--- src/rtl/ufb_pkg.sv ---
// Shared constants, types and decode functions for the secondary serial port
package ufb_pkg;
  // Register addresses
  localparam logic [7:0] ADDR_BAUD_CTRL = 8'hac;
  localparam logic [7:0] ADDR_RELOAD_LO = 8'hb4;
  localparam logic [7:0] ADDR_RELOAD_HI = 8'hb5;
  localparam logic [7:0] ADDR_CTRL      = 8'hd2;
  localparam logic [7:0] ADDR_DATA      = 8'hd3;
  localparam logic [7:0] ADDR_MODE      = 8'he5;
  // Reset values
  localparam logic [7:0] MODE_RESET = 8'h0c;
  localparam logic [7:0] ZERO_RESET = 8'h00;
  // Control register bit positions
  localparam int CTRL_OVR  = 7;
  localparam int CTRL_PERR = 6;
  localparam int CTRL_THRE = 5;
  localparam int CTRL_REN  = 4;
  localparam int CTRL_TBX  = 3;
  localparam int CTRL_RBX  = 2;
  localparam int CTRL_TI   = 1;
  localparam int CTRL_RI   = 0;
  // Parity type codes
  localparam logic [1:0] PAR_ODD   = 2'h0;
  localparam logic [1:0] PAR_EVEN  = 2'h1;
  localparam logic [1:0] PAR_MARK  = 2'h2;
  localparam logic [1:0] PAR_SPACE = 2'h3;
  // Prescaler divide counts per select code
  localparam logic [5:0] DIV_SEL0 = 6'h0c;
  localparam logic [5:0] DIV_SEL1 = 6'h04;
  localparam logic [5:0] DIV_SEL2 = 6'h30;
  localparam logic [5:0] DIV_SEL3 = 6'h01;
  // Stop length in half bit times
  localparam logic [4:0] STOP_SHORT = 5'h02;
  localparam logic [4:0] STOP_MID   = 5'h03;
  localparam logic [4:0] STOP_LONG  = 5'h04;
  // Fewest data bits in a character
  localparam logic [3:0] DATA_MIN = 4'h5;
  // Receive queue depth
  localparam int RX_DEPTH = 3;

  // Frame format register layout
  typedef struct packed {
    logic       multiproc_filter_enable;
    logic [1:0] parity_type_sel;
    logic       parity_enable;
    logic [1:0] data_length_sel;
    logic       extra_bit_enable;
    logic       stop_length_sel;
  } ufb_mode_type;

  // Baud generator control layout
  typedef struct packed {
    logic       rsv_hi;
    logic       baud_gen_run;
    logic [3:0] rsv_lo;
    logic [1:0] baud_prescale_sel;
  } ufb_baud_type;

  // One queued received character
  typedef struct packed {
    logic       extra;
    logic [7:0] data;
  } ufb_rx_entry_type;

  // Data bit count from the length code
  function automatic logic [3:0] data_bits(input logic [1:0] sel);
    data_bits = DATA_MIN + {2'h0, sel};
  endfunction

  // Parity bit for the low n bits of d
  function automatic logic parity_bit(input logic [7:0] d, input logic [3:0] n,
                                      input logic [1:0] t);
    logic [7:0] m;
    m = d & ~(8'hff << n);
    case (t)
      PAR_ODD:  parity_bit = ~^m;
      PAR_EVEN: parity_bit = ^m;
      PAR_MARK: parity_bit = 1'b1;
      default:  parity_bit = 1'b0;
    endcase
  endfunction
endpackage

--- src/rtl/ufb_rx_fifo.sv ---
// Small flip-flop queue with valid and ready on both sides
`timescale 1ns/1ns
module ufb_rx_fifo #(
  parameter int WIDTH = 9,
  parameter int DEPTH = 3,
  parameter int CW    = 2
) (
  // Clock and reset
  input  wire logic             clock_in,
  input  wire logic             rst_n_in,
  // Fill side
  input  wire logic             in_valid_in,
  output logic                  in_ready_out,
  input  wire logic [WIDTH-1:0] in_data_in,
  // Drain side
  output logic                  out_valid_out,
  input  wire logic             out_ready_in,
  output logic [WIDTH-1:0]      out_data_out,
  output logic [CW-1:0]         count_out
);
  logic [WIDTH-1:0] mem_reg [DEPTH];  // Storage cells
  logic [WIDTH-1:0] mem_next [DEPTH];
  logic [CW-1:0]    wr_reg, wr_next;  // Write index
  logic [CW-1:0]    rd_reg, rd_next;  // Read index
  logic [CW-1:0]    cnt_reg, cnt_next;
  logic             push, pop;

  // Honest full and empty straight from the count
  assign in_ready_out  = cnt_reg != CW'(DEPTH);
  assign out_valid_out = cnt_reg != '0;
  assign out_data_out  = mem_reg[rd_reg];
  assign count_out     = cnt_reg;
  assign push = in_valid_in & in_ready_out;
  assign pop  = out_ready_in & out_valid_out;

  // Next pointers, count and storage
  always_comb begin
    mem_next = mem_reg;
    wr_next  = wr_reg;
    rd_next  = rd_reg;
    cnt_next = cnt_reg;
    if (push) begin
      mem_next[wr_reg] = in_data_in;
      wr_next = (wr_reg == CW'(DEPTH - 1)) ? '0 : wr_reg + CW'(1);
    end
    if (pop) begin
      rd_next = (rd_reg == CW'(DEPTH - 1)) ? '0 : rd_reg + CW'(1);
    end
    if (push && !pop) begin
      cnt_next = cnt_reg + CW'(1);
    end else if (pop && !push) begin
      cnt_next = cnt_reg - CW'(1);
    end
  end

  // Register the queue state
  always_ff @(posedge clock_in or negedge rst_n_in) begin
    if (!rst_n_in) begin
      for (int i = 0; i < DEPTH; i++) begin
        mem_reg[i] <= '0;
      end
      wr_reg  <= '0;
      rd_reg  <= '0;
      cnt_reg <= '0;
    end else begin
      mem_reg <= mem_next;
      wr_reg  <= wr_next;
      rd_reg  <= rd_next;
      cnt_reg <= cnt_next;
    end
  end
endmodule

--- src/rtl/ufb_serial_port.sv ---
// Secondary serial port: registers, baud generator, transmitter, receiver
//
// Function
// receive flag needs stop, and extra if filtering
// filtering only without parity and with extra
// parity type odd, even, mark, space
// parity enable generates and checks parity
// length code gives five to eight bits
// stop one, two, or one and half
// extra bit appended after data when enabled
// data write goes to holding register
// holding byte moves when shifter free
// data read pops oldest queued byte
// receive queue holds three bytes
// receive flag stays while more bytes wait
// generator enable gates whole port
// prescaler divides by 12, 4, 48, 1
// reserved control bits written and read zero
// register holds reload high byte
// register holds reload low byte
// parity mismatch sets sticky parity error
// extra receive bit or first stop level
// master marks address bytes with extra one
// reload counter overflows give bit timebase
// start zero, data LSB first, extra, stops
`timescale 1ns/1ns
module ufb_serial_port
  import ufb_pkg::*;
#(
  parameter int RX_FIFO_DEPTH = RX_DEPTH
) (
  // Clock and reset
  input  wire logic       clock_in,
  input  wire logic       rst_n_in,
  // Special function register port
  input  wire logic [7:0] sfr_addr_in,
  input  wire logic       sfr_wr_in,
  input  wire logic       sfr_rd_in,
  input  wire logic [7:0] sfr_wdata_in,
  output logic [7:0]      sfr_rdata_out,
  // Serial line
  input  wire logic       rx_line_in,
  output logic            tx_line_out
);
  typedef enum logic {TX_IDLE, TX_SHIFT} ufb_tx_state_type;
  typedef enum logic [1:0] {RX_IDLE, RX_START, RX_BITS} ufb_rx_state_type;

  // Software visible state
  ufb_mode_type mode_reg, mode_next;
  ufb_baud_type baud_reg, baud_next;
  logic [7:0]   rl_lo_reg, rl_lo_next;    // Reload low byte
  logic [7:0]   rl_hi_reg, rl_hi_next;    // Reload high byte
  logic [7:0]   hold_reg, hold_next;      // Transmit holding byte
  logic         hold_v_reg, hold_v_next;
  logic         ren_reg, ren_next;        // Receiver enable
  logic         tbx_reg, tbx_next;        // extra_tx_bit
  logic         ovr_reg, ovr_next;
  logic         perr_reg, perr_next;      // parity_error_flag
  logic         ti_reg, ti_next;
  logic         ri_reg, ri_next;          // receive_flag
  logic [7:0]   rdata_reg, rdata_next;
  // Baud generator
  logic [5:0]   pre_reg, pre_next;
  logic [5:0]   div;
  logic [15:0]  tmr_reg, tmr_next;
  logic         half_reg, half_next;      // Half bit time tick
  logic         run;
  // Line input synchroniser
  logic [2:0]   sync_reg, sync_next;
  logic         lvl_reg, lvl_next;
  // Transmitter
  ufb_tx_state_type tx_st_reg, tx_st_next;
  logic [10:0]  txf_reg, txf_next;        // Frame, bit 0 on the line
  logic [4:0]   txh_reg, txh_next;        // Half bits left
  logic [4:0]   txs_reg, txs_next;        // Stop length in halves
  logic         txp_reg, txp_next;        // Second half of a bit
  logic         txo_reg, txo_next;
  logic         tx_load, tx_stop_evt;
  // Receiver
  ufb_rx_state_type rx_st_reg, rx_st_next;
  logic [9:0]   rxs_reg, rxs_next;
  logic [3:0]   rxl_reg, rxl_next;        // Samples left
  logic         rxw_reg, rxw_next;        // One more half to wait
  logic         rx_try, rx_ovr, rx_perr;
  ufb_rx_entry_type rx_in, rx_head;
  logic         rx_ready, rx_valid, rx_pop;
  logic [1:0]   rx_cnt;
  // Shared format decode
  logic [3:0]   n_bits;
  logic         xb, mce_eff;

  assign run     = baud_reg.baud_gen_run;
  assign n_bits  = data_bits(mode_reg.data_length_sel);
  assign xb      = mode_reg.parity_enable | mode_reg.extra_bit_enable;
  // Filtering is meaningless while the extra slot carries parity
  assign mce_eff = mode_reg.multiproc_filter_enable & mode_reg.extra_bit_enable
                   & ~mode_reg.parity_enable;
  assign rx_pop  = sfr_rd_in & (sfr_addr_in == ADDR_DATA);

  // Register writes, sticky flags and read data
  always_comb begin
    mode_next  = mode_reg;
    baud_next  = baud_reg;
    rl_lo_next = rl_lo_reg;
    rl_hi_next = rl_hi_reg;
    hold_next  = hold_reg;
    hold_v_next = hold_v_reg & ~tx_load;
    ren_next   = ren_reg;
    tbx_next   = tbx_reg;
    // Hardware sets win over a same cycle clear
    ovr_next   = ovr_reg | rx_ovr;
    perr_next  = perr_reg | rx_perr;
    ti_next    = ti_reg | tx_stop_evt;
    ri_next    = ri_reg | rx_try | (rx_cnt > 2'h1);
    rdata_next = rdata_reg;
    if (sfr_wr_in) begin
      case (sfr_addr_in)
        ADDR_MODE: mode_next = sfr_wdata_in;
        ADDR_BAUD_CTRL: begin
          // Reserved bits are never stored, so they read zero
          baud_next = ZERO_RESET;
          baud_next.baud_gen_run = sfr_wdata_in[6];
          baud_next.baud_prescale_sel = sfr_wdata_in[1:0];
        end
        ADDR_RELOAD_LO: rl_lo_next = sfr_wdata_in;
        ADDR_RELOAD_HI: rl_hi_next = sfr_wdata_in;
        ADDR_CTRL: begin
          ren_next  = sfr_wdata_in[CTRL_REN];
          tbx_next  = sfr_wdata_in[CTRL_TBX];
          ovr_next  = sfr_wdata_in[CTRL_OVR] | rx_ovr;
          perr_next = sfr_wdata_in[CTRL_PERR] | rx_perr;
          ti_next   = sfr_wdata_in[CTRL_TI] | tx_stop_evt;
          ri_next   = sfr_wdata_in[CTRL_RI] | rx_try | (rx_cnt > 2'h1);
        end
        ADDR_DATA: begin
          // A write while the holder is full is dropped
          if (!hold_v_reg) begin
            hold_next   = sfr_wdata_in;
            hold_v_next = 1'b1;
          end
        end
        default: ;
      endcase
    end
    if (sfr_rd_in) begin
      case (sfr_addr_in)
        ADDR_MODE:      rdata_next = mode_reg;
        ADDR_BAUD_CTRL: rdata_next = baud_reg;
        ADDR_RELOAD_LO: rdata_next = rl_lo_reg;
        ADDR_RELOAD_HI: rdata_next = rl_hi_reg;
        ADDR_DATA:      rdata_next = rx_head.data;
        ADDR_CTRL: rdata_next = {ovr_reg, perr_reg, ~hold_v_reg, ren_reg,
                                 tbx_reg, rx_head.extra, ti_reg, ri_reg};
        default:        rdata_next = ZERO_RESET;
      endcase
    end
  end

  // Register file storage
  always_ff @(posedge clock_in or negedge rst_n_in) begin
    if (!rst_n_in) begin
      mode_reg  <= MODE_RESET;
      baud_reg  <= ZERO_RESET;
      rl_lo_reg <= ZERO_RESET;
      rl_hi_reg <= ZERO_RESET;
      hold_reg  <= ZERO_RESET;
      hold_v_reg <= 1'b0;
      ren_reg   <= 1'b0;
      tbx_reg   <= 1'b0;
      ovr_reg   <= 1'b0;
      perr_reg  <= 1'b0;
      ti_reg    <= 1'b0;
      ri_reg    <= 1'b0;
      rdata_reg <= ZERO_RESET;
    end else begin
      mode_reg  <= mode_next;
      baud_reg  <= baud_next;
      rl_lo_reg <= rl_lo_next;
      rl_hi_reg <= rl_hi_next;
      hold_reg  <= hold_next;
      hold_v_reg <= hold_v_next;
      ren_reg   <= ren_next;
      tbx_reg   <= tbx_next;
      ovr_reg   <= ovr_next;
      perr_reg  <= perr_next;
      ti_reg    <= ti_next;
      ri_reg    <= ri_next;
      rdata_reg <= rdata_next;
    end
  end

  // Prescaler and reload timer; each overflow is half a bit time
  always_comb begin
    case (baud_reg.baud_prescale_sel)
      2'h0:    div = DIV_SEL0;
      2'h1:    div = DIV_SEL1;
      2'h2:    div = DIV_SEL2;
      default: div = DIV_SEL3;
    endcase
    pre_next  = pre_reg;
    tmr_next  = tmr_reg;
    half_next = 1'b0;
    if (!run) begin
      pre_next = '0;
      tmr_next = {rl_hi_reg, rl_lo_reg};
    end else if (pre_reg >= div - 6'h01) begin
      pre_next = '0;
      if (tmr_reg == 16'hffff) begin
        tmr_next  = {rl_hi_reg, rl_lo_reg};
        half_next = 1'b1;
      end else begin
        tmr_next = tmr_reg + 16'h0001;
      end
    end else begin
      pre_next = pre_reg + 6'h01;
    end
    // Three stage pin sampler; a level counts once stages two and three agree
    sync_next = {sync_reg[1:0], rx_line_in};
    lvl_next  = (sync_reg[2] == sync_reg[1]) ? sync_reg[2] : lvl_reg;
  end

  // Timebase and sampler registers
  always_ff @(posedge clock_in or negedge rst_n_in) begin
    if (!rst_n_in) begin
      pre_reg  <= '0;
      tmr_reg  <= '0;
      half_reg <= 1'b0;
      sync_reg <= 3'h7;
      lvl_reg  <= 1'b1;
    end else begin
      pre_reg  <= pre_next;
      tmr_reg  <= tmr_next;
      half_reg <= half_next;
      sync_reg <= sync_next;
      lvl_reg  <= lvl_next;
    end
  end

  // Transmitter: whole frame loaded, shifted every second half tick
  always_comb begin
    tx_st_next  = tx_st_reg;
    txf_next    = txf_reg;
    txh_next    = txh_reg;
    txs_next    = txs_reg;
    txp_next    = txp_reg;
    tx_load     = 1'b0;
    tx_stop_evt = 1'b0;
    case (tx_st_reg)
      TX_IDLE: begin
        if (run && hold_v_reg) begin
          tx_load    = 1'b1;
          tx_st_next = TX_SHIFT;
          txp_next   = 1'b0;
          txf_next[0] = 1'b0;
          for (int i = 0; i < 10; i++) begin
            if (i < int'(n_bits)) begin
              txf_next[i+1] = hold_reg[i%8];
            end else if (i == int'(n_bits) && xb) begin
              // Parity takes the extra slot when enabled
              txf_next[i+1] = mode_reg.parity_enable ?
                parity_bit(hold_reg, n_bits, mode_reg.parity_type_sel) : tbx_reg;
            end else begin
              txf_next[i+1] = 1'b1;
            end
          end
          if (!mode_reg.stop_length_sel) begin
            txs_next = STOP_SHORT;
          end else if (n_bits == DATA_MIN) begin
            txs_next = STOP_MID;
          end else begin
            txs_next = STOP_LONG;
          end
          txh_next = {(n_bits + 4'h1 + {3'h0, xb}), 1'b0} + txs_next;
        end
      end
      TX_SHIFT: begin
        if (!run) begin
          tx_st_next = TX_IDLE;
        end else if (half_reg) begin
          txh_next = txh_reg - 5'h01;
          txp_next = ~txp_reg;
          if (txp_reg) begin
            txf_next = {1'b1, txf_reg[10:1]};
          end
          if (txh_next == txs_reg) begin
            tx_stop_evt = 1'b1;
          end
          if (txh_reg == 5'h01) begin
            tx_st_next = TX_IDLE;
          end
        end
      end
      default: tx_st_next = TX_IDLE;
    endcase
    txo_next = (tx_st_next == TX_SHIFT) ? txf_next[0] : 1'b1;
  end

  // Transmitter registers
  always_ff @(posedge clock_in or negedge rst_n_in) begin
    if (!rst_n_in) begin
      tx_st_reg <= TX_IDLE;
      txf_reg   <= '1;
      txh_reg   <= '0;
      txs_reg   <= STOP_SHORT;
      txp_reg   <= 1'b0;
      txo_reg   <= 1'b1;
    end else begin
      tx_st_reg <= tx_st_next;
      txf_reg   <= txf_next;
      txh_reg   <= txh_next;
      txs_reg   <= txs_next;
      txp_reg   <= txp_next;
      txo_reg   <= txo_next;
    end
  end

  // Receiver: start check at half a bit, then one sample per bit
  always_comb begin
    logic [9:0] fr;
    logic [3:0] total;
    logic       ext, stp;
    fr    = '0;
    ext   = 1'b0;
    stp   = 1'b0;
    total = n_bits + 4'h1 + {3'h0, xb};
    rx_st_next = rx_st_reg;
    rxs_next = rxs_reg;
    rxl_next = rxl_reg;
    rxw_next = rxw_reg;
    rx_try   = 1'b0;
    rx_perr  = 1'b0;
    rx_in    = '0;
    case (rx_st_reg)
      RX_IDLE: begin
        if (run && ren_reg && !lvl_reg) begin
          rx_st_next = RX_START;
        end
      end
      RX_START: begin
        if (half_reg) begin
          rx_st_next = lvl_reg ? RX_IDLE : RX_BITS;
          rxw_next = 1'b1;
          rxl_next = total;
        end
      end
      RX_BITS: begin
        if (half_reg) begin
          rxw_next = ~rxw_reg;
          if (!rxw_reg) begin
            rxs_next = {lvl_reg, rxs_reg[9:1]};
            rxl_next = rxl_reg - 4'h1;
            if (rxl_reg == 4'h1) begin
              rx_st_next = RX_IDLE;
              fr  = rxs_next >> (4'ha - total);
              ext = fr[n_bits];
              stp = lvl_reg;
              rx_in.data  = fr[7:0] & ~(8'hff << n_bits);
              rx_in.extra = mode_reg.extra_bit_enable ? ext : stp;
              // Address bytes carry extra one when filtering
              rx_try = stp & (~mce_eff | ext);
              rx_perr = rx_try & mode_reg.parity_enable &
                (ext != parity_bit(rx_in.data, n_bits, mode_reg.parity_type_sel));
            end
          end
        end
      end
      default: rx_st_next = RX_IDLE;
    endcase
    if (!run || !ren_reg) begin
      rx_st_next = RX_IDLE;
    end
  end
  assign rx_ovr = rx_try & ~rx_ready;

  // Receiver registers
  always_ff @(posedge clock_in or negedge rst_n_in) begin
    if (!rst_n_in) begin
      rx_st_reg <= RX_IDLE;
      rxs_reg   <= '0;
      rxl_reg   <= '0;
      rxw_reg   <= 1'b0;
    end else begin
      rx_st_reg <= rx_st_next;
      rxs_reg   <= rxs_next;
      rxl_reg   <= rxl_next;
      rxw_reg   <= rxw_next;
    end
  end

  // Receive queue; a full queue drops the new byte and flags overrun
  ufb_rx_fifo #(.WIDTH(9), .DEPTH(RX_FIFO_DEPTH), .CW(2)) u_rx_fifo (
    .clock_in     (clock_in),
    .rst_n_in     (rst_n_in),
    .in_valid_in  (rx_try),
    .in_ready_out (rx_ready),
    .in_data_in   (rx_in),
    .out_valid_out(rx_valid),
    .out_ready_in (rx_pop),
    .out_data_out (rx_head),
    .count_out    (rx_cnt)
  );

  assign sfr_rdata_out = rdata_reg;
  assign tx_line_out   = txo_reg;
endmodule

--- config.mk ---
export PLATFORM = sky130hd
export DESIGN_NAME = ufb_serial_port
export DESIGN_NICKNAME = d
export VERILOG_FILES = /design/src/rtl/ufb_pkg.sv /design/src/rtl/ufb_rx_fifo.sv /design/src/rtl/ufb_serial_port.sv
export SDC_FILE = /design/constraint.sdc
export NUM_CORES = 1
export LEC_CHECK = 0
export ABC_AREA = 1
export BUFFER_PORTS_ARGS = -buffer_cell sky130_fd_sc_hd__clkbuf_2
export CORE_MARGIN = 1
export CORE_UTILIZATION = 45
export DETAILED_ROUTE_END_ITERATION = 7
export PLACE_DENSITY = 0.6
export SYNTH_ARGS = -nofsm -noshare
export SYNTH_HDL_FRONTEND = slang
export SYNTH_SLANG_ARGS = --single-unit
--- constraint.sdc ---
create_clock -name clock_in -period 5 [get_ports clock_in]
set_clock_uncertainty 0.1 [all_clocks]
set_input_delay 1 -clock clock_in [delete_from_list [all_inputs] [get_ports clock_in]]
set_output_delay 1 -clock clock_in [all_outputs]
set_load 0.02 [all_outputs]
==> results of run 1 <==
metrics by stage:
stage	setup WS, ns	instances
2_1_floorplan	1.51	1060
3_3_place_gp	1.13	1299
3_5_place_dp	1.02	1299
4_1_cts	1.01	1331
5_1_grt	0.737	1331
6_report	1.01	1331
layout make-up:
type / instances / area (um^2) / share of cell area (%)
clock buffer: 17 / 425 / 4.61
clock inverter: 15 / 193 / 2.09
inverter: 127 / 484 / 5.24
multi-input combinational: 762 / 3940 / 42.6
sequential: 148 / 3730 / 40.4
tap: 229 / 287 / 3.10
timing repair buffer: 33 / 181 / 1.96
synth_stat cells (9+ instances only):
cell      count  area (um^2)
o21ai_0     115          576
o211ai_1      9         67.6
inv_1       118          443
dfrtp_1     129         3230
a21oi_1      20          100
nor2_1       62          233
xnor2_1      12          105
nand3_1      82          410
nand2_1     303         1140
ha_1         26          325
nor3_1       14         70.1
nand4_1       9         56.3
xor2_1       13          114
o21ai_1      26          130
clkbuf_1     17         63.8
dfstp_2      19          499
worst register-to-register path, stage by stage, from the launching register on:
cell	delay (ns)
dfstp_2	0.63
inv_1	0.21
fa_1	0.68
inv_1	0.13
ha_1	0.54
inv_2	0.17
nand2_1	0.12
nand2_1	0.10
nor2_2	0.11
nand2_1	0.06
nand3_1	0.10
nand3_2	0.11
nand3_2	0.10
nand2_4	0.08
inv_4	0.08
nand2_4	0.06
inv_6	0.09
ha_1	0.26
nand2_1	0.08
o21ai_0	0.07
how the worst max path moves through the flow:
| stage | slack, ns | cells past startpoint | startpoint | end |
|---|---|---|---|---|
| floorplan | 1.51 | 18 | mode_reg[2] | u_rx_fifo.count_out[1] |
| global placement | 1.13 | 19 | mode_reg[2] | u_rx_fifo.count_out[1] |
| detailed placement | 1.02 | 19 | mode_reg[2] | u_rx_fifo.count_out[1] |
| CTS | 1.01 | 19 | mode_reg[2] | u_rx_fifo.count_out[1] |
| global route | 0.74 | 18 | mode_reg[2] | u_rx_fifo.count_out[0] |
| finish | 1.01 | 19 | mode_reg[2] | u_rx_fifo.count_out[1] |
logic make-up after synthesis:
kind of cell / count (synthesis)
buf+inv: 150
fa+ha+maj: 29
flops: 148
xor+xnor: 25
compound gates: 210
simple gates: 498
routing by layer:
metal / part of all wire [%] / global-route usage [%]
met1: 48 / 32.5
met2: 47 / 37.5
met3: 4.4 / 4.30
met4: 1.3 / 5.37
met5: 0 / 0
power groups by stage:
stage	clock network, uW	logic [uW]	registers [uW]
floorplan	0	410	1380
global placement	0	540	1400
detailed placement	0	548	1400
CTS	1390	550	1380
global route	1440	630	1390
finish	1350	547	1380
==> metrics.md, run 1 <==
| Metric | Value |
|---|---|
| Drt first pass iters | 6 |
| Final wirelength | 20.8 mm |
| Postcts setup bufs | 0 |
| Vias in the first global route | 6476 |
| Antenna violations before repair | 0 |
| Crit path cell chain | inv_1 -> fa_1 -> inv_1 -> ha_1 -> inv_2 -> nand2_1 -> nand2_1 -> nor2_2 -> nand2_1 -> nand3_1 -> nand3_2 -> nand3_2 -> nand2_4 -> inv_4 -> nand2_4 -> inv_6 -> ha_1 -> nand2_1 -> o21ai_0 |
| Sequential Power Share | 42.1% |
| Util after Layout | about 51% |
| CP bufs+invs | 5 |
| Core area | about 0.018 mm^2 |
| GR Util All Layers | 23.3% |
| CP max stage delay | 0.68 ns |
| Clk pwr share | between 40 and 50% |
| Initial core utilization | between 40 and 50% |
| Mux contribution to synthesized area | 0% |
| Clock tree buffer depth | 2 |
| Cell area after layout | between 0.009 and 0.01 mm^2 |
| P_int | approximately 2300 uW |
| Vias/cell | 5.30 |
| Post-CTS Hold Buffers | 0 |
| IO Pins | 30 |
| Hpwl dp | about 15 mm |
| Die X | between 100 and 150 um |
| Hold Fails Final Rpt | 0 |
| R2R depth | 19 |
| Crit-path max FO | 12 |
| Initial drt markers | about 460 |
| Wirelength per Cell | between 15 and 20 um |
| GR Overflow Total | 0 |
| Arr. time, crit path | approximately 4.2 ns |
| Main combinational cell family by area after synthesis | simple AND/OR/NAND/NOR gates |
| Adder-cell area share of the yosys netlist | around 4.5% |
| Fin crit share | 79.8% |
| Post-synth EDFFs | 0 |
| Root buf cell | clkbuf_16 |
| Sw Pwr | between 900 and 1000 uW |
| Die Span Y | ~140 um |
| Combinational power share | between 10% and 20% |
| Max IR drop VDD | 0.000285 V |
| Worst flop-to-flop path startpoint | mode_reg[2] |
| Post-route ant nets | 0 |
| Syn avg cell area | 7.80 um^2 |
| TritonCTS Buffers | 17 |
| Leak pwr | 0.00432 uW |
| Nets@finish | 1138 |
| Xor and xnor area share after synthesis | 2.65% |
| Clock-pin slew on the worst setup and hold paths | 0.07 ns |
| Ys Warns | 0 |
| Reg-to-Reg End | u_rx_fifo.count_out[1] |
| Final hold slack | 0.260 ns |
| # clock sinks | 148 |
| Tightest Pin Transition | 0.921 ns |
| Final Critical Period | about 4 ns |
| Max cap viols | 0 |
| CP Launch Type | register |
| Sw Share | 29.8% |
| Tot Pwr | 3280 uW |
| Path type of the worst setup path | register to register |
| Hold path startpoint | sync_reg[0] |
| Distinct cell type count of the synthesized netlist | 49 |
| Simple-gate area share of the yosys netlist | 26.1% |
| Hold Path Cell Cnt | 0 |
| Antenna Cells | 0 |
| Die Area | 0.0189 mm^2 |
| Worst-Skew Late Latency | 0.42 ns |
| R2r setup slk | about 1.0 ns |
| Vias | 7056 |
| Mapped Cells | ~1100 |
| PwrDens | between 300 and 400 mW/mm^2 |
| Post-synthesis compound-gate area fraction | 14.3% |
| Row count | 49 |
| Largest net degree at the start of global routing | 93 |
| First-pass GRT wire length | roughly 34 mm |
| Cell Area, Synth | 0.00827 mm^2 |
| Most frequent cells in the layout | 303 x nand2_1, 129 x dfrtp_1, 118 x inv_1 |
| Hold Crit Endpoint | sync_reg[1] |
| Syn nets | around 1100 |
| Leading cell type in the layout, fill and taps excluded | nand2_1 |
| Min-delay worst type | register to register |
| H-tree Lvls | 4 |
| Fill cells | 1722 |
| DRC | 0 |
| Crit end category | register |
| Req. time, crit path | roughly 5.2 ns |
| Placed Area | approximately 0.0086 mm^2 |
| Share of layout cells above drive strength 1 | 10.4% |
| Top FF cell, synth | dfrtp_1 |
| Async set or reset register ratio after synthesis | 100% |
| Slowest cell on crit path | fa_1 |
| Max_slew headroom | between 30% and 40% |
| Final setup TNS | 0 ns |
| Seq/Total Area, Yosys | 45.1% |
| CTS tree | yes |
| I/O Buffers | 29 |
| Crit-path leading delay family | adder cells |
| Final Max Slew Viols | 0 |
| Area grow syn2layout | 11.7% |
| CP dominant cell by count | nand2_1 |
| Status | completed |
| Flops & latches, synth | 148 |
| RSZ-0062 raised after global routing | no |
| Placer's final routability congestion estimate | 0.943 |
| Max reg flops | 27 |
| Post-cts repair resize count | 0 |
| Final setup fails | 0 |
| Maximum clock rate | ~250 MHz |
Power figures use the tool's default switching activity.
==> run 2: changes to the inputs <==
--- a/config.mk
+++ b/config.mk
@@ -5,7 +5,7 @@
 export SDC_FILE = /design/constraint.sdc
 export NUM_CORES = 1
 export LEC_CHECK = 0
-export ABC_AREA = 1
+export ABC_AREA = 0
 export BUFFER_PORTS_ARGS = -buffer_cell sky130_fd_sc_hd__clkbuf_2
 export CORE_MARGIN = 1
 export CORE_UTILIZATION = 45
==> constraint.sdc (replaced) <==
create_clock -name clock_in -period 4.2 [get_ports clock_in]
set_clock_uncertainty 0.1 [all_clocks]
set_input_delay 0.84 -clock clock_in [delete_from_list [all_inputs] [get_ports clock_in]]
set_output_delay 0.84 -clock clock_in [all_outputs]
set_load 0.02 [all_outputs]
==> run 2 against run 1 <==
  * Critical path depth shrank 5
  * Sequential power grew 12%
  * Final cell count shrank 20%
==> metrics.md, run 2 <==
| Metric | Value |
|---|---|
| Vias in the first global route | approximately 6300 |
| Post-route ant nets | 0 |
| Status | completed |
| CP Launch Type | register |
| Req. time, crit path | 4.41 ns |
| Leak pwr | about 0.0044 uW |
| Final wirelength | 21.0 mm |
| Core area | 0.0182 mm^2 |
| Hpwl dp | 15.0 mm |
| Max cap viols | 0 |
| RSZ-0062 raised after global routing | yes |
| Share of layout cells above drive strength 1 | 27.0% |
| Flops & latches, synth | 148 |
| Top FF cell, synth | dfrtp_1 |
| DRC | 0 |
| Area contributors post-synth | dfrtp_1 38%, mux2_2 10%, dfstp_2 5.9%, ha_1 3.8%, mux2i_1 3.2% |
| IO Pins | 30 |
| Die Span Y | 139 um |
| Syn nets | between 800 and 900 |
| Max_slew headroom | between 20 and 30% |
| GR Overflow Total | 0 |
| Crit-path max FO | 9 |
| Clock-pin slew on the worst setup and hold paths | approximately 0.07 ns |
| Most used standard cell by instance count after synthesis | dfrtp_1 |
| Distinct cell type count of the synthesized netlist | 90 |
| Max IR drop VDD | 0.000281 V |
| Most frequent cells in the layout | 129 x dfrtp_1, 79 x mux2_2, 62 x nand2_1 |
| Path type of the worst setup path | register to register |
| Vias/cell | 5.96 |
| I/O Buffers | 29 |
| Initial drt markers | 441 |
| Fin crit share | 97.1% |
| CTS tree | yes |
| Placed Area | 0.00892 mm^2 |
| Placer's final routability congestion estimate | roughly 0.88 |
| CP max stage delay | 0.62 ns |
| Syn avg cell area | 10.7 um^2 |
| PwrDens | about 380 mW/mm^2 |
| Commonest cells in the netlist | 129 x dfrtp_1, 79 x mux2_2, 62 x nand2_1 |
| Antenna Cells | 0 |
| Wirelength per Cell | between 15 and 20 um |
| # clock sinks | 148 |
| Seq/Total Area, Yosys | 43.9% |
| Antenna violations before repair | 0 |
| Maximum clock rate | 245 MHz |
| Fill cells | 1586 |
| Multi-input logic area | 0.00446 mm^2 |
| Post-synth EDFFs | 0 |
| Async set or reset register ratio after synthesis | 100% |
| TritonCTS Buffers | 17 |
| Cell Area, Synth | around 0.0085 mm^2 |
| Top-area cell type share of the netlist area | 38.0% |
| First-pass GRT wire length | 34.2 mm |
| Vias | 6378 |
| Area grow syn2layout | 12.9% |
| Largest area contributor in the netlist | dfrtp_1 |
| Largest net degree at the start of global routing | 86 |
| Die X | 139 um |
| Crit end category | register |
| Ys Warns | 0 |
| Nets@finish | 877 |
| Crit path cell chain | nor2_1 -> ha_1 -> fa_2 -> inv_2 -> ha_4 -> buf_4 -> nor3b_2 -> o21ai_1 -> a311o_1 -> a21oi_2 -> nor3_2 -> or2_1 -> or4b_4 -> mux2_4 |
| Final hold slack | approximately 0.26 ns |
| Cell area after layout | 0.00958 mm^2 |
| Initial core utilization | approximately 47% |
| Root buf cell | clkbuf_16 |
| Min-delay worst type | register to register |
| Worst-Skew Late Latency | 0.43 ns |
| Max reg flops | 27 |
| Final Max Slew Viols | 0 |
| Final Critical Period | ~4.1 ns |
| Final setup fails | 0 |
| Tightest Pin Transition | 1.12 ns |
| Mapped Cells | 793 |
| Hold Fails Final Rpt | 0 |
| Register Area | 0.00373 mm^2 |
| Clock tree buffer depth | 2 |
| GR Util All Layers | 22.6% |
| H-tree Lvls | 4 |
| Leading cell type in the layout, fill and taps excluded | dfrtp_1 |
| Die Area | around 0.019 mm^2 |
| Arr. time, crit path | 4.29 ns |
| Row count | between 40 and 50 |
| Drt first pass iters | 6 |
| Slowest cell on crit path | or4b_4 |
run 2: report_power, final:
part           internal (uW)  leakage, uW  switching, uW
Clock                    904     0.000299            693
Combinational            205      0.00215            253
Sequential              1490      0.00195           57.6
run 2: path summary, 6_finish.rpt:
check | slack [ns] | from | endpoint | cells past startpoint
max reg2reg | 0.12 | mode_reg[1] | u_rx_fifo.mem_reg[5] | 14
min reg2reg | 0.26 | sync_reg[0] | sync_reg[1] | 0
min | 0.26 | sync_reg[0] | sync_reg[1] | 0
min in group asynchronous | 0.36 | rst_n_in | pre_reg[0] | 1
max | 0.12 | mode_reg[1] | u_rx_fifo.mem_reg[5] | 14
max in group asynchronous | 2.81 | rst_n_in | u_rx_fifo.mem_reg[14] | 2
run 2: cell families (layout without fill, tap and decap cells):
logic type	count (synthesis)	count (layout)	share of synthesized area, %
DFF	148	148	43.9
buffers and inverters	70	118	4.05
AOI/OAI and AO/OA	169	169	13.5
muxes	120	120	16.5
adders and majority gates	29	29	4.42
and+or+nand+nor	230	230	14.1
xor gates and xnor gates	27	27	3.46
run 2: area by class of cell:
type	instances	area share, %
multi-input cells	575	46.6
repair buffers	54	3.80
flip-flops and latches	148	38.9
well taps	229	2.99
clock buffers	17	4.44
clock inverters	15	2.06
inverters	32	1.25
run 2: repair_timing:
| action | 4_1_cts | 5_1_grt |
|---|---|---|
| hold buffers | 0 | 0 |
| pin swaps | 1 | 5 |
| gates cloned | 0 | 0 |
| gates resized for setup | 1 | 5 |
| endpoints found under the setup margin | 1 | 24 |
| setup buffers | 2 | 0 |
run 2: critical path: cells and delay by family (launching register included):
| kind | cells | cell delay (ns) |
|---|---|---|
| compound gates | 3 | 0.64 |
| fa+ha+maj | 3 | 1.13 |
| buf+inv | 2 | 0.22 |
| flops | 1 | 0.35 |
| mux | 1 | 0.34 |
| simple gates | 5 | 1.17 |
run 2: stage by stage:
step	utilization [%]	setup TNS (ns)	power, uW	setup slack (ns)	instances
global route	52.6	-0.000454	3740	-0.000454	1070
CTS	52.6	0	3630	0.0228	1070
detailed placement	49.0	-0.0121	2010	-0.0121	1036
floorplan	-	0	1860	0.00518	793
global placement	49.0	0	1990	0.0313	1036
finish	52.6	0	3600	0.121	1070
run 2: layer usage:
| metal | vias up | part of all wire, % | GRT usage (%) |
|---|---|---|---|
| met5 | - | 0 | 0 |
| met4 | 0 | 1.8 | 7.25 |
| met3 | 31 | 3.7 | 3.03 |
| met2 | 167 | 47 | 35.5 |
| met1 | 3204 | 48 | 32.2 |
| li1 | 2976 | - | - |
==> run 3: changes to the inputs <==
--- a/config.mk
+++ b/config.mk
@@ -13,4 +13,5 @@
 export PLACE_DENSITY = 0.6
 export SYNTH_ARGS = -nofsm -noshare
 export SYNTH_HDL_FRONTEND = slang
+export SYNTH_HIERARCHICAL = 1
 export SYNTH_SLANG_ARGS = --single-unit
==> run 3 against run 2 <==
  * The run now ends with DRC left
  * Register-to-register slack got worse by 0.07 ns
  * Wire length grew 1.1%
  * Fmax decreased by 1.8%
  * Final cell count is 6.4% higher
  * Non-clock buffer count increased by 19
  * Sequential cell count is the same
  * Synthesized cell count is 6.1% higher
  * Via count grew 3.6%
  * Sequential share of layout area decreased by 0.65 points
  * Combinational power grew 20%
  * Worst setup slack worse by 0.073 ns
  * Sequential power hardly changed
  * Critical path type unchanged
  * Largest power group is now sequential cells
==> metrics.md, run 3 <==
| Metric | Value |
|---|---|
| Antenna violations before repair | 0 |
| R2r setup slk | 0.05 ns |
| Die Area | 0.0192 mm^2 |
| Antenna Cells | 0 |
| Mapped Cells | 841 |
| Critical Path End | u_rx_fifo/count_out[1] |
| DRC | 4 |
| Max reg flops | 27 |
| Wirelength per Cell | between 15 and 20 um |
| Vias/cell | 5.81 |
| Hpwl dp | 15.0 mm |
| Drt first pass iters | 7 |
| Cell Area, Synth | 0.00837 mm^2 |
| Req. time, crit path | 4.42 ns |
| R2R depth | 19 |
| Root buf cell | clkbuf_16 |
| Leak pwr | about 0.0044 uW |
| Syn nets | 886 |
| GR Overflow Total | 0 |
| # clock sinks | 148 |
| Final setup fails | 0 |
| Share of layout cells above drive strength 1 | a little over a quarter |
| Most frequent cells in the layout | 129 x dfrtp_1, 92 x nand2_1, 79 x mux2_2 |
| Ys Warns | 6 |
| CP max stage delay | ~0.6 ns |
| Worst setup path startpoint | mode_reg[2] |
| Clock tree buffer depth | 2 |
| First-pass GRT wire length | 34.7 mm |
| Clock-pin slew on the worst setup and hold paths | approximately 0.060 ns |
| CP bufs+invs | 4 |
| Top sig layer | met4 |
| Leading cell type in the layout, fill and taps excluded | dfrtp_1 |
| PwrDens | 373 mW/mm^2 |
| H-tree Lvls | 4 |
| Nets@finish | 941 |
| Max_slew headroom | 28.0% |
| Syn avg cell area | roughly 10 um^2 |
| Violated checks | DRC |
| Initial core utilization | 46.3% |
| Metal-1 WL | between 9 and 10 mm |
| I/O Buffers | 29 |
| Tightest Pin Transition | 1.05 ns |
| Final Max Slew Viols | 0 |
| Crit path cell chain | inv_4 -> fa_2 -> inv_2 -> ha_4 -> mux2_4 -> mux2_4 -> a21oi_2 -> nor2_1 -> a31oi_2 -> a211oi_2 -> a41oi_2 -> a41o_1 -> inv_1 -> a21bo_4 -> inv_2 -> ha_1 -> xor2_1 -> nor2_2 -> xor2_1 |
| Path type of the worst setup path | register to register |
| Arr. time, crit path | between 4 and 5 ns |
| CTS tree | yes |
| Crit-path leading delay family | adder cells |
| Worst flop-to-flop path startpoint | mode_reg[2] |
| Slowest cell on crit path | dfstp_2 |
| Met3 WL | 754 um |
| Final Critical Period | about 4.2 ns |
| Core area | 0.0181 mm^2 |
| Row count | 49 |
| Die X | 138 um |
| Final hold slack | 0.260 ns |
| Post-route ant nets | 0 |
| Area grow syn2layout | 16.4% |
| Max cap viols | 0 |
| Maximum clock rate | 241 MHz |
| IO Pins | 30 |
| Hold Fails Final Rpt | 0 |
| TritonCTS Buffers | 17 |
| Worst path depth | 19 |
| GR Util All Layers | 23.0% |
| Largest net degree at the start of global routing | 94 |
| Final setup TNS | 0 ns |
| Min-delay worst type | register to register |
| Die Span Y | 138 um |
| Post-CTS Hold Buffers | 0 |
| Final wirelength | 21.2 mm |
| Status | finished with violations |
| Crit-path max FO | 7 |
| Vias in the first global route | between 6000 and 7000 |
| DR WL met2 | between 10 and 15 mm |
| CP Launch Type | register |
| Placer's final routability congestion estimate | 0.876 |
| Initial drt markers | between 400 and 500 |
| RSZ-0062 raised after global routing | yes |
| Tot Pwr | roughly 3600 uW |
| Worst-Skew Late Latency | 0.43 ns |
| Crit end category | register |
| Reg-to-Reg End | u_rx_fifo/count_out[1] |
| Fin crit share | 98.9% |
| Max IR drop VDD | 0.000288 V |
| Vias | 6607 |
-- run 3: cell types whose count changed in the layout (fill, tap and decap cells not counted), sizes merged, moves of 6 or more --
cell	change
buf	+18
o211ai	-14
o22ai	+9
o2bb2ai	-6
o21ai	+9
nand2	+30
nor2	+11
nand3	+10
a22oi	+11
a21oi	+11
-- run 3: layout make-up --
type	count	area [um^2]
tap	229	287
fill	1615	8340
clock inverter	14	154
sequential	148	3730
multi-input combinational	620	4460
timing repair buffer	73	541
inverter	36	138
clock buffer	18	439
-- run 3: worst min-delay path by stage --
stage	from	to	cells after the start
6_report	sync_reg[0]	sync_reg[1]	0
5_1_grt	sync_reg[0]	sync_reg[1]	0
4_1_cts	sync_reg[0]	sync_reg[1]	0
3_5_place_dp	sync_reg[0]	sync_reg[1]	0
3_3_place_gp	sync_reg[0]	sync_reg[1]	0
2_1_floorplan	sync_reg[0]	sync_reg[1]	0
-- run 3: what timing repair did --
item | CTS | global route
buffers inserted | 9 | 3
gates resized for setup | 1 | 16
gates cloned | 0 | 1
pin swaps | 3 | 8
setup endpoints to repair | 21 | 30
-- run 3: power by group --
| part | internal (uW) | total (uW) | switching [uW] |
|---|---|---|---|
| combinational | 251 | 548 | 297 |
| clock | 897 | 1540 | 641 |
| sequential | 1490 | 1550 | 62.3 |
-- run 3: stage by stage --
stage               utilization, %  cell area, um^2  std cells  setup WS, ns
global placement              49.5             8950       1094        0.0365
detailed placement            49.5             8950       1094       -0.0573
floorplan                        -             8410        841       -0.0251
finish                        53.9             9750       1138        0.0476
CTS                           53.2             9610       1135      -0.00225
global route                  53.9             9750       1138       -0.0973
-- run 3: layer usage --
metal	track usage [%]	up-vias
met1	30.7	3301
met2	38.5	154
met5	0	-
met3	3.71	23
met4	7.21	0
li1	-	3129
